## src/include/ccdp_regs.vh

```
`ifndef CCDP_REGS_VH
`define CCDP_REGS_VH

// ----------------------------------------------------------------------
// Register offsets
// ----------------------------------------------------------------------
`define CCDP_ADDR_W             10
`define CCDP_DIV0_PHASE_ADDR    10'h190
`define CCDP_DIV0_CTRL_ADDR     10'h191
`define CCDP_CH0_PWR_ADDR       10'h192
`define CCDP_DIV1_PHASE_ADDR    10'h193
`define CCDP_DIV1_CTRL_ADDR     10'h194

// ----------------------------------------------------------------------
// Field positions
// ----------------------------------------------------------------------
`define CCDP_LOW_MSB            7
`define CCDP_LOW_LSB            4
`define CCDP_HIGH_MSB           3
`define CCDP_HIGH_LSB           0
`define CCDP_BYPASS_BIT         7
`define CCDP_IGN_SYNC_BIT       6
`define CCDP_FORCE_BIT          5
`define CCDP_START_BIT          4
`define CCDP_PHASE_MSB          3
`define CCDP_PHASE_LSB          0
`define CCDP_PWR_DN_BIT         2
`define CCDP_DCC_DIS_BIT        0

// ----------------------------------------------------------------------
// Reset values and writable masks
// ----------------------------------------------------------------------
`define CCDP_DIV0_PHASE_RST     8'h77
`define CCDP_DIV0_CTRL_RST      8'h00
`define CCDP_CH0_PWR_RST        8'h00
`define CCDP_DIV1_PHASE_RST     8'h33
`define CCDP_DIV1_CTRL_RST      8'h00
`define CCDP_CH0_PWR_MASK       8'h05
`define CCDP_DIV1_CTRL_MASK     8'hC0

// ----------------------------------------------------------------------
// Divider states
// ----------------------------------------------------------------------
`define CCDP_ST_HOLD            2'h0
`define CCDP_ST_DLY             2'h1
`define CCDP_ST_RUN             2'h2

`endif

```

## src/verilog/ccdp_divider.v

```verilog
`timescale 1ns/1ps
`default_nettype none
`include "ccdp_regs.vh"

module ccdp_divider #(
    parameter CW = 4
) (
    input  wire          core_clk,
    input  wire          rstn,
    input  wire [CW-1:0] low_len,
    input  wire [CW-1:0] high_len,
    input  wire          bypass,
    input  wire          ignore_sync,
    input  wire          sync_act,
    input  wire          force_lvl,
    input  wire          start_high,
    input  wire [CW-1:0] phase_off,
    input  wire          dcc_en,
    input  wire          pwr_dn,
    output wire          div_out,
    output wire          running
);

    reg  [1:0]    state_ff;
    reg  [1:0]    nxt_state;
    reg  [CW+1:0] cnt_ff;
    reg  [CW+1:0] nxt_cnt;
    reg           out_ff;
    reg           nxt_out;

    // ------------------------------------------------------------------
    // Phase lengths, with odd totals split as evenly as whole cycles allow
    // ------------------------------------------------------------------
    wire [CW+1:0] one_c    = {{(CW+1){1'b0}}, 1'b1};
    wire [CW+1:0] lo_raw   = {2'b00, low_len} + one_c;
    wire [CW+1:0] hi_raw   = {2'b00, high_len} + one_c;
    wire [CW+1:0] total    = lo_raw + hi_raw;
    wire [CW+1:0] hi_half  = total >> 1;
    wire [CW+1:0] lo_half  = total - hi_half;
    wire          fix_duty = dcc_en & total[0];
    wire [CW+1:0] hi_eff   = fix_duty ? hi_half : hi_raw;
    wire [CW+1:0] lo_eff   = fix_duty ? lo_half : lo_raw;
    wire [CW+1:0] cur_len  = out_ff ? hi_eff : lo_eff;
    wire [CW+1:0] dly_len  = {2'b00, phase_off};
    wire          hold     = sync_act & ~ignore_sync;
    wire          forced   = ignore_sync & force_lvl;

    // ------------------------------------------------------------------
    // Next state
    // ------------------------------------------------------------------
    always @* begin
        nxt_state = state_ff;
        nxt_cnt   = cnt_ff;
        nxt_out   = out_ff;
        if (pwr_dn) begin
            nxt_state = `CCDP_ST_HOLD;
            nxt_cnt   = {(CW+2){1'b0}};
            nxt_out   = 1'b0;
        end else if (bypass) begin
            // Counter parked; output toggles every input cycle, half the input rate
            nxt_state = `CCDP_ST_HOLD;
            nxt_cnt   = {(CW+2){1'b0}};
            nxt_out   = ~out_ff;
        end else if (forced) begin
            nxt_state = `CCDP_ST_HOLD;
            nxt_cnt   = {(CW+2){1'b0}};
            nxt_out   = 1'b1;
        end else if (hold) begin
            nxt_state = `CCDP_ST_HOLD;
            nxt_cnt   = {(CW+2){1'b0}};
            nxt_out   = start_high;
        end else begin
            case (state_ff)
                `CCDP_ST_HOLD: begin
                    nxt_out = start_high;
                    nxt_cnt = {(CW+2){1'b0}};
                    if (phase_off == {CW{1'b0}}) begin
                        nxt_state = `CCDP_ST_RUN;
                    end else begin
                        nxt_state = `CCDP_ST_DLY;
                    end
                end
                `CCDP_ST_DLY: begin
                    if (cnt_ff + one_c >= dly_len) begin
                        nxt_state = `CCDP_ST_RUN;
                        nxt_cnt   = {(CW+2){1'b0}};
                    end else begin
                        nxt_cnt = cnt_ff + one_c;
                    end
                end
                `CCDP_ST_RUN: begin
                    // A length shortened mid-phase ends the phase at once instead of wrapping
                    if (cnt_ff >= cur_len - one_c) begin
                        nxt_out = ~out_ff;
                        nxt_cnt = {(CW+2){1'b0}};
                    end else begin
                        nxt_cnt = cnt_ff + one_c;
                    end
                end
                default: begin
                    nxt_state = `CCDP_ST_HOLD;
                    nxt_cnt   = {(CW+2){1'b0}};
                end
            endcase
        end
    end

    always @(posedge core_clk) begin
        if (!rstn) begin
            state_ff <= `CCDP_ST_HOLD;
            cnt_ff   <= {(CW+2){1'b0}};
            out_ff   <= 1'b0;
        end else begin
            state_ff <= nxt_state;
            cnt_ff   <= nxt_cnt;
            out_ff   <= nxt_out;
        end
    end

    assign div_out = out_ff;
    assign running = (state_ff == `CCDP_ST_RUN);

endmodule

`default_nettype wire

```

## src/verilog/ccdp_top.v

```verilog
`timescale 1ns/1ps
`default_nettype none
`include "ccdp_regs.vh"

// Notes on behaviour
// - Low phase lasts the upper nibble plus one input cycles.
// - High phase lasts the lower nibble plus one input cycles.
// - Divider 0 phase fields reset to seven each: eight low, eight high.
// - Divider 1 phase fields reset to three each: four low, four high.
// - Bypass bit parks the divider's counter and passes half the input rate out.
// - Sync holds the divider unless its ignore-sync bit is set.
// - Force bit sets divider 0 static; only acts with ignore-sync set.
// - Start-level bit picks the level divider 0 begins with.
// - Divider 0 phase offset is a four-bit field resetting to zero.
// - Channel 0 power-down stops divider 0 and tristates its three pairs.
// - Duty-cycle correction runs unless its disable bit is set.
module ccdp_top #(
    parameter AW = `CCDP_ADDR_W,
    parameter FW = 4
) (
    input  wire          core_clk,
    input  wire          rstn,
    input  wire [AW-1:0] reg_addr,
    input  wire [7:0]    reg_wdata,
    input  wire          reg_wr,
    input  wire          reg_rd,
    output reg  [7:0]    reg_rdata,
    output reg           reg_rvalid,
    input  wire          sync_n,
    output reg           channel0_output_a_p,
    output reg           channel0_output_a_n,
    output reg           channel0_output_a_oe,
    output reg           channel0_output_b_p,
    output reg           channel0_output_b_n,
    output reg           channel0_output_b_oe,
    output reg           channel0_output_c_p,
    output reg           channel0_output_c_n,
    output reg           channel0_output_c_oe,
    output reg           channel1_output,
    output reg           div0_running,
    output reg           div1_running
);

    // ------------------------------------------------------------------
    // Register storage
    // ------------------------------------------------------------------
    reg  [7:0] divider0_phase_lengths_ff;
    reg  [7:0] divider0_control_ff;
    reg  [7:0] channel0_power_and_correction_ff;
    reg  [7:0] divider1_phase_lengths_ff;
    reg  [7:0] divider1_control_ff;
    reg  [7:0] nxt_rdata;

    // ------------------------------------------------------------------
    // Write decode; unmapped addresses fall through and are dropped
    // ------------------------------------------------------------------
    wire       wr_div0_phase = reg_wr & (reg_addr == `CCDP_DIV0_PHASE_ADDR);
    wire       wr_div0_ctrl  = reg_wr & (reg_addr == `CCDP_DIV0_CTRL_ADDR);
    wire       wr_ch0_pwr    = reg_wr & (reg_addr == `CCDP_CH0_PWR_ADDR);
    wire       wr_div1_phase = reg_wr & (reg_addr == `CCDP_DIV1_PHASE_ADDR);
    wire       wr_div1_ctrl  = reg_wr & (reg_addr == `CCDP_DIV1_CTRL_ADDR);

    always @(posedge core_clk) begin
        if (!rstn) begin
            divider0_phase_lengths_ff <= `CCDP_DIV0_PHASE_RST;
        end else if (wr_div0_phase) begin
            divider0_phase_lengths_ff <= reg_wdata;
        end
    end

    always @(posedge core_clk) begin
        if (!rstn) begin
            divider0_control_ff <= `CCDP_DIV0_CTRL_RST;
        end else if (wr_div0_ctrl) begin
            divider0_control_ff <= reg_wdata;
        end
    end

    always @(posedge core_clk) begin
        if (!rstn) begin
            channel0_power_and_correction_ff <= `CCDP_CH0_PWR_RST;
        end else if (wr_ch0_pwr) begin
            // Only power-down and correction-disable exist here
            channel0_power_and_correction_ff <= reg_wdata & `CCDP_CH0_PWR_MASK;
        end
    end

    always @(posedge core_clk) begin
        if (!rstn) begin
            divider1_phase_lengths_ff <= `CCDP_DIV1_PHASE_RST;
        end else if (wr_div1_phase) begin
            divider1_phase_lengths_ff <= reg_wdata;
        end
    end

    always @(posedge core_clk) begin
        if (!rstn) begin
            divider1_control_ff <= `CCDP_DIV1_CTRL_RST;
        end else if (wr_div1_ctrl) begin
            // Divider 1 keeps only bypass and ignore-sync in this map
            divider1_control_ff <= reg_wdata & `CCDP_DIV1_CTRL_MASK;
        end
    end

    // ------------------------------------------------------------------
    // Read-back, one cycle after the strobe
    // ------------------------------------------------------------------
    // A read in the cycle of a write to the same address returns the old value
    always @* begin
        case (reg_addr)
            `CCDP_DIV0_PHASE_ADDR: begin
                nxt_rdata = divider0_phase_lengths_ff;
            end
            `CCDP_DIV0_CTRL_ADDR: begin
                nxt_rdata = divider0_control_ff;
            end
            `CCDP_CH0_PWR_ADDR: begin
                nxt_rdata = channel0_power_and_correction_ff;
            end
            `CCDP_DIV1_PHASE_ADDR: begin
                nxt_rdata = divider1_phase_lengths_ff;
            end
            `CCDP_DIV1_CTRL_ADDR: begin
                nxt_rdata = divider1_control_ff;
            end
            default: begin
                nxt_rdata = 8'h00;
            end
        endcase
    end

    always @(posedge core_clk) begin
        if (!rstn) begin
            reg_rdata  <= 8'h00;
            reg_rvalid <= 1'b0;
        end else begin
            reg_rvalid <= reg_rd;
            if (reg_rd) begin
                reg_rdata <= nxt_rdata;
            end
        end
    end

    // ------------------------------------------------------------------
    // Sync pin: three stages, level changes once stages two and three agree
    // ------------------------------------------------------------------
    reg  sync_s1_ff;
    reg  sync_s2_ff;
    reg  sync_s3_ff;
    reg  sync_lvl_ff;

    // Stages reset to the released level so leaving reset never looks like a sync
    always @(posedge core_clk) begin
        if (!rstn) begin
            sync_s1_ff  <= 1'b1;
            sync_s2_ff  <= 1'b1;
            sync_s3_ff  <= 1'b1;
            sync_lvl_ff <= 1'b1;
        end else begin
            sync_s1_ff <= sync_n;
            sync_s2_ff <= sync_s1_ff;
            sync_s3_ff <= sync_s2_ff;
            if (sync_s2_ff == sync_s3_ff) begin
                sync_lvl_ff <= sync_s3_ff;
            end
        end
    end

    wire sync_act = ~sync_lvl_ff;

    // ------------------------------------------------------------------
    // Field decode
    // ------------------------------------------------------------------
    wire [FW-1:0] d0_low    = divider0_phase_lengths_ff[`CCDP_LOW_MSB:`CCDP_LOW_LSB];
    wire [FW-1:0] d0_high   = divider0_phase_lengths_ff[`CCDP_HIGH_MSB:`CCDP_HIGH_LSB];
    wire          d0_bypass = divider0_control_ff[`CCDP_BYPASS_BIT];
    wire          d0_ignore = divider0_control_ff[`CCDP_IGN_SYNC_BIT];
    wire          d0_force  = divider0_control_ff[`CCDP_FORCE_BIT];
    wire          d0_start  = divider0_control_ff[`CCDP_START_BIT];
    wire [FW-1:0] d0_phase  = divider0_control_ff[`CCDP_PHASE_MSB:`CCDP_PHASE_LSB];
    wire          ch0_pd    = channel0_power_and_correction_ff[`CCDP_PWR_DN_BIT];
    wire          d0_dcc    = ~channel0_power_and_correction_ff[`CCDP_DCC_DIS_BIT];
    wire [FW-1:0] d1_low    = divider1_phase_lengths_ff[`CCDP_LOW_MSB:`CCDP_LOW_LSB];
    wire [FW-1:0] d1_high   = divider1_phase_lengths_ff[`CCDP_HIGH_MSB:`CCDP_HIGH_LSB];
    wire          d1_bypass = divider1_control_ff[`CCDP_BYPASS_BIT];
    wire          d1_ignore = divider1_control_ff[`CCDP_IGN_SYNC_BIT];

    // ------------------------------------------------------------------
    // Dividers
    // ------------------------------------------------------------------
    wire div0_out;
    wire div0_run;
    wire div1_out;
    wire div1_run;

    ccdp_divider #(
        .CW          (FW)
    ) u_div0 (
        .core_clk    (core_clk),
        .rstn        (rstn),
        .low_len     (d0_low),
        .high_len    (d0_high),
        .bypass      (d0_bypass),
        .ignore_sync (d0_ignore),
        .sync_act    (sync_act),
        .force_lvl   (d0_force),
        .start_high  (d0_start),
        .phase_off   (d0_phase),
        .dcc_en      (d0_dcc),
        .pwr_dn      (ch0_pd),
        .div_out     (div0_out),
        .running     (div0_run)
    );

    // Divider 1 has no force, start or offset controls in this map
    ccdp_divider #(
        .CW          (FW)
    ) u_div1 (
        .core_clk    (core_clk),
        .rstn        (rstn),
        .low_len     (d1_low),
        .high_len    (d1_high),
        .bypass      (d1_bypass),
        .ignore_sync (d1_ignore),
        .sync_act    (sync_act),
        .force_lvl   (1'b0),
        .start_high  (1'b0),
        .phase_off   ({FW{1'b0}}),
        .dcc_en      (1'b1),
        .pwr_dn      (1'b0),
        .div_out     (div1_out),
        .running     (div1_run)
    );

    // ------------------------------------------------------------------
    // Output pairs; all three of channel 0 share one divider so they
    // stay skew-free relative to each other
    // ------------------------------------------------------------------
    wire ch0_drive = ~ch0_pd;

    // One enable gates both legs, so a powered-down pair shows no stray level
    always @(posedge core_clk) begin
        if (!rstn) begin
            channel0_output_a_p  <= 1'b0;
            channel0_output_a_n  <= 1'b0;
            channel0_output_a_oe <= 1'b0;
        end else begin
            channel0_output_a_p  <= ch0_drive & div0_out;
            channel0_output_a_n  <= ch0_drive & ~div0_out;
            channel0_output_a_oe <= ch0_drive;
        end
    end

    always @(posedge core_clk) begin
        if (!rstn) begin
            channel0_output_b_p  <= 1'b0;
            channel0_output_b_n  <= 1'b0;
            channel0_output_b_oe <= 1'b0;
        end else begin
            channel0_output_b_p  <= ch0_drive & div0_out;
            channel0_output_b_n  <= ch0_drive & ~div0_out;
            channel0_output_b_oe <= ch0_drive;
        end
    end

    always @(posedge core_clk) begin
        if (!rstn) begin
            channel0_output_c_p  <= 1'b0;
            channel0_output_c_n  <= 1'b0;
            channel0_output_c_oe <= 1'b0;
        end else begin
            channel0_output_c_p  <= ch0_drive & div0_out;
            channel0_output_c_n  <= ch0_drive & ~div0_out;
            channel0_output_c_oe <= ch0_drive;
        end
    end

    // ------------------------------------------------------------------
    // Channel 1 output and running flags
    // ------------------------------------------------------------------
    // Divider 1 has no power-down of its own here, so its pin always drives
    always @(posedge core_clk) begin
        if (!rstn) begin
            channel1_output <= 1'b0;
        end else begin
            channel1_output <= div1_out;
        end
    end

    always @(posedge core_clk) begin
        if (!rstn) begin
            div0_running <= 1'b0;
            div1_running <= 1'b0;
        end else begin
            div0_running <= div0_run;
            div1_running <= div1_run;
        end
    end

endmodule

`default_nettype wire
```

## config.mk

```make
export PLATFORM = sky130hd
export DESIGN_NAME = ccdp_top
export DESIGN_NICKNAME = d
export VERILOG_FILES = /design/src/verilog/ccdp_divider.v /design/src/verilog/ccdp_top.v
export VERILOG_INCLUDE_DIRS = /design/src /design/src/include
export SDC_FILE = /design/constraint.sdc
export NUM_CORES = 1
export LEC_CHECK = 0
export ABC_CLOCK_PERIOD_IN_PS = 5500
export BUFFER_PORTS_ARGS = -buffer_cell sky130_fd_sc_hd__buf_2
export CAP_MARGIN = 20
export CORE_MARGIN = 3
export CORE_UTILIZATION = 35
export DETAILED_ROUTE_END_ITERATION = 10
export REMOVE_ABC_BUFFERS = 1
export SYNTH_ARGS = -nofsm -noshare
export SYNTH_HDL_FRONTEND = slang
export SYNTH_SLANG_ARGS = --single-unit
export TNS_END_PERCENT = 1
```

## constraint.sdc

```tcl
create_clock -name core_clk -period 5.5 [get_ports core_clk]
set_input_delay 0.55 -clock core_clk [delete_from_list [all_inputs] [get_ports core_clk]]
set_output_delay 0.55 -clock core_clk [all_outputs]
set_load 0.01 [all_outputs]
```

After elaboration in Yosys (flattened, before gate mapping)
Index checks and enable logic that the tools add are counted.

Multiplexer cells: 27. Equality and inequality tests: 14. $lt $le $gt $ge: 4. Reductions and logical operators: 12. Add/sub/neg operators: 12. Bitwise operators: 21.

Operators with widths (number): 6-bit two-way mux (10); 10-bit by 9-bit equality test with 1-bit output, second input constant (5); 8-bit one-hot mux with 5 select lines (1); 6-bit one-hot mux with 2 select lines (2); 4-bit by 1-bit adder with 5-bit output, second input constant (4); 6-bit by 1-bit adder with 6-bit output, second input constant (2); 6-bit adder (2); 6-bit greater-or-equal comparator (2); 2-bit one-hot mux with 3 select lines (2); 6-bit by 1-bit subtractor with 6-bit output, second input constant (2); 6-bit by 5-bit subtractor with 6-bit output (2); 1-bit AND (11); 1-bit inverter (10); 2-bit AND reduction (4); 1-bit two-way mux (7); 6-bit by 1-bit greater-or-equal comparator with 1-bit output, second input constant (1); 6-bit by 4-bit greater-or-equal comparator with 1-bit output (1); 2-bit two-way mux (3); 5-bit by 2-bit != test with 1-bit output, second input constant (1); 5-bit nonzero test (1); 5-bit OR reduction (1); 2-bit by 1-bit equality test with 1-bit output, second input constant (2); 2-bit equality test, second input constant (2); 2-bit zero test (2); other kinds (8) (10).

Output and inout bits: 21. Register bits after elaboration: 65. Input port bits: 23.

Logic depth before layout (Yosys ltp)
Depth after elaboration: 12. Depth in mapped cells: 22.

Modules after synthesis
From an unflattened synthesis, not the netlist that was laid out.

Cell total of the unflattened synthesis: 555. Area, all modules: 4865.9 um^2.

Modules (own cells, without submodules): ccdp_divider (cells an instance 177, times used 2, seq. area each 180.2 um^2, area an instance 1430.1 um^2); ccdp_top (cells an instance 201, times used 1, seq. area each 940.9 um^2, area an instance 2005.7 um^2).

Worst setup path after synthesis
No wires, ideal clock.

Path type: reg2reg. From: register divider1_phase_lengths_ff[0]. To: register u_div1.cnt_ff[2]. Data arrival time: 4.381 ns. Required time: 5.436 ns. Setup slack: 1.055 ns. Cell stages (with the launch flop): 21. Path buffers: 1. Cells stage by stage: dfxtp_1 ha_1 ha_1 a21o_1 a211o_1 and2_4 inv_1 ha_1 a21oi_1 o21ai_1 xor2_1 mux4_2 nor3b_2 xnor2_1 ha_1 a21o_1 a21oi_1 o21ai_1 or4b_1 clkbuf_1 nor2_1.

Cells in the longest elaborated chain, start to end: 9. Elaborated cells on any way between the ends: 10. Those cells by class: add/sub: 4; order compare: 1; mux: 5.

Ends and longest elaborated chain: from (decl) (line ccdp_top.v:50) `reg [7:0] divider1_phase_lengths_ff;`; from (signal assigned) (line ccdp_top.v:90) `` divider1_phase_lengths_ff <= `CCDP_DIV1_PHASE_RST; ``; from (signal assigned) (line ccdp_top.v:92) `divider1_phase_lengths_ff <= reg_wdata;`; 4-bit by 1-bit adder with 5-bit output * (line ccdp_divider.v:36) `wire [CW+1:0] hi_raw = {2'b00, high_len} + one_c;`; 6-bit adder (line ccdp_divider.v:37) `wire [CW+1:0] total = lo_raw + hi_raw;`; 6-bit by 5-bit subtractor with 6-bit output (line ccdp_divider.v:39) `wire [CW+1:0] lo_half = total - hi_half;`; 6-bit two-way mux (line ccdp_divider.v:42) `wire [CW+1:0] lo_eff = fix_duty ? lo_half : lo_raw;`; 6-bit two-way mux * (line ccdp_divider.v:43) `wire [CW+1:0] cur_len = out_ff ? hi_eff : lo_eff;`; 6-bit by 1-bit subtractor with 6-bit output * (line ccdp_divider.v:93) `if (cnt_ff >= cur_len - one_c) begin`; 6-bit greater-or-equal comparator * (line ccdp_divider.v:93); 6-bit two-way mux * (line ccdp_divider.v:93); 6-bit one-hot mux with 2 select lines * (line ccdp_divider.v:73) `case (state_ff)`; to (signal assigned) (line ccdp_divider.v:111) `cnt_ff <= {(CW+2){1'b0}};`; to (signal assigned) (line ccdp_divider.v:115) `cnt_ff <= nxt_cnt;`; to (decl) (line ccdp_divider.v:26) `reg [CW+1:0] cnt_ff;`.

Every way passes the cells marked *; elsewhere a longest branch is shown, timed or not. A chain may end at the register's enable or synchronous reset.

Worst setup path in the final report
From: register divider1_phase_lengths_ff[0]. To: register u_div1.cnt_ff[3].

The elaborated chain is that of the path after synthesis.

==> flow_summary.yaml <==
yosys:
  synthFlopType: "dfxtp_1"
  netlist_top_cells_count: "dfxtp_1 (64), ha_1 (46), nand2_1 (41), nor2_1 (39), inv_1 (35)"
  synth_edf_count: 0
  synth_warnings: 0
  ys_types: 58
  synth.most_common_cell: "dfxtp_1"
  yosysTopAreaCell: "dfxtp_1"
  async_reset_ff_share_pct: 0
  synthCells: 513
  synth.avg_cell_area_um2: 8.85
  ys_ff_latch: 64
  synth.yosys.seq_area_share_pct: 28.2
  synth_area_leaders: "dfxtp_1 (28%), ha_1 (13%), mux2i_1 (5.7%)"
  syn_area_um2: 4540
  synth_top_area_share_pct: 28.2
finish:
  area_growth_syn_to_layout_pct: 13.9
  n_antenna_cell: 0
  stdcell_area_um2: 5170
  drive_gt1_share_pct: 14.0
  nNetsFinal: 617
  final_util_pct: 41.8
floorplanning:
  core_um2: 12400
  die_h_um: 120
  num_io_pins: 44
  die-area_um2: 14400
  chipWidth_um: 120
  rows: 40
  start_util_pct: 36.7
run_status:
  status: "finished, final reports clean"
setup_path:
  start_kind: "flop"
  required_ps: 5770
  worst-path-buf-inv: 1
  cp_slowest_cell: "or4b_1"
  r2r_cells: 20
  r2r_slack_ps: 630
  critPathMaxStageDelay_ps: 600
  r2r_end: "u_div1.cnt_ff[3]$_SDFF_PP0_"
  timing.rr.start: "divider1_phase_lengths_ff[0]$_SDFFE_PN1P_"
  crit_path_cell_trace: "ha_1 -> xor2_1 -> ha_1 -> o21ai_0 -> or2_1 -> and2_4 -> inv_1 -> ha_1 -> a21oi_1 -> o21ai_1 -> xor2_1 -> mux4_2 -> nor3b_2 -> xnor2_1 -> ha_1 -> a21o_1 -> a21oi_1 -> o21ai_1 -> or4b_1 -> nor2_1"
  path_max_fanout: 6
  cp_top_family: "simple AND/OR/NAND/NOR gates"
  cp.arrival_ps: 5140
  endpoint_kind: "flop"
  crit_type: "reg2reg"
  crit_top_cell: "ha_1"
timing:
  fin_ws_ps: 626
  timing.final.crit_period_ps: 4870
  rsz0062_at_grt: "false"
  relSlewSlack_pct: 51.3
  final-hold-violation-count: 0
  finalClockSkew_ps: 6.95
  timing.final.crit_share_pct: 88.6
  setup_viol: 0
  max_freq_ghz: 0.205
  finalSetupTns_ps: 0
  worst_pin_slew_ps: 730
  slew_violations: 0
worst_hold_path:
  whs_endpoint: "sync_s1_ff$_SDFF_PN1_"
  holdCritStartpoint: "sync_n"
  min_path_type: "in2reg"
  min_path_cells: 2
cts:
  cts_tree: "yes"
  cts-root-buf: "clkbuf_16"
  clockBufferDepth: 2
  clk_pin_slew_ps: 60
  cts-resized-gates: 0
  post_cts_buffers: 0
  cts_buffers: 9
  clock-sinks: 64
  htreeDepth: 3
  hold_buffers: 0
  clock_latency_ps: 330
route:
  drtIter0Drc: 269
  first_pass_iters: 4
  ant_nets: 0
  num_vias: 3629
  drc: 0
  wirelength_um: 10700
  post_drt_wl_per_cell_um: 14.9
  viasPerCell: 5.06
placed_design:
  place_area_um2: 4840
  pre_cts_ws_ps: 628
  gp_congestion: 0.825
  hpwlAfterDp_um: 8290
  numPortBuffers: 43
global_routing:
  grt_pass1_wl_um: 17500
  grt_overflow: 0
  grt_antenna_before_repair: 0
  grt_usage_pct: 15.2
  grt_pass1_vias: 3491
  grt_max_degree: 45
pwr:
  total_power_w: 0.00119
  p_leak_nw: 2.27
  ir_worst_vdd_mv: 0.141
  power_density_nw_per_um2: 231
run:
  drv_cap: 0
-- power by group --
group	internal [W]	total (W)	switching, W
clock	0.000401	0.000626	0.000225
sequential	0.000472	0.000481	0.00000927
combinational	0.0000374	0.0000859	0.0000485
total	0.000911	0.00119	0.000283
-- final cells by class --
type | instances | area [µm²]
flip-flops and latches | 64 | 1280
fillers | 1212 | 7190
multi-input cells | 389 | 3000
inverters | 37 | 139
well taps | 168 | 210
clock buffers | 9 | 225
repair buffers | 43 | 215
clock inverters | 7 | 101
-- cells by family (layout without fill, tap and decap cells) --
logic type	Yosys count	count (layout)	synth area share [%]
multiplexers	33	33	9.21
adder cells (fa/ha/maj)	50	50	14.4
flip-flops	64	64	28.2
AO/OA/AOI/OAI	88	88	13.3
AND/OR/NAND/NOR	183	183	22.4
XOR/XNOR	35	35	6.75
buffers and inverters	60	96	5.71
-- metrics by stage --
step,instances,hold slack (ps)
after floorplan,490,386
after global placement,701,404
after detailed placement,701,407
after CTS,717,405
after global routing,717,417
final,717,409
-- sequential cells by signal, indices dropped and copies added, names as in the netlist, 2 cells and up --
| name | count |
|---|---|
| channel0_power_and_correction_ff | 2 |
| divider0_control_ff | 8 |
| divider0_phase_lengths_ff | 8 |
| divider1_control_ff | 2 |
| divider1_phase_lengths_ff | 8 |
| reg_rdata | 8 |
| u_div0.cnt_ff | 6 |
| u_div0.state_ff | 2 |
| u_div1.cnt_ff | 6 |
-- cell usage in the layout (no fill, tap or decap), drive strengths merged, types with 4 or more instances in the layout --
master and count:
a211oi 5, a21boi 8, a21o 11, a21oi 26, and2 8, and3 8
buf 43, clkbuf 9, dfxtp 64, fa 4, ha 46, inv 39
mux2i 26, mux4 7, nand2 41, nand2b 16, nand3 23, nor2 39
nor2b 22, nor3b 5, o211ai 7, o21ai 18, xnor2 20, xor2 15
-- metal layers --
layer	routed length (µm)	vias up	GRT usage, %	part of all wire, %
met5	0	-	0	0
li1	-	1837	-	-
met2	5110	57	24.9	48
met3	357	4	2.83	3.3
met1	5170	1731	20.1	48
met4	57	0	4.87	0.53
-- worst max-delay path by stage --
stage	startpoint	endpoint	slack, ps	cells after the start
6_report	divider1_phase_lengths_ff[0]$_SDFFE_PN1P_	u_div1.cnt_ff[3]$_SDFF_PP0_	630	20
3_3_place_gp	divider1_phase_lengths_ff[0]$_SDFFE_PN1P_	u_div1.cnt_ff[5]$_SDFF_PP0_	760	18
2_1_floorplan	divider1_phase_lengths_ff[0]$_SDFFE_PN1P_	u_div1.cnt_ff[2]$_SDFF_PP0_	1080	19
4_1_cts	divider1_phase_lengths_ff[0]$_SDFFE_PN1P_	u_div1.cnt_ff[3]$_SDFF_PP0_	620	20
3_5_place_dp	divider1_phase_lengths_ff[0]$_SDFFE_PN1P_	u_div1.cnt_ff[3]$_SDFF_PP0_	630	20
5_1_grt	divider1_phase_lengths_ff[4]$_SDFFE_PN1P_	u_div1.cnt_ff[2]$_SDFF_PP0_	260	20
(Power assumes the default switching activity.)
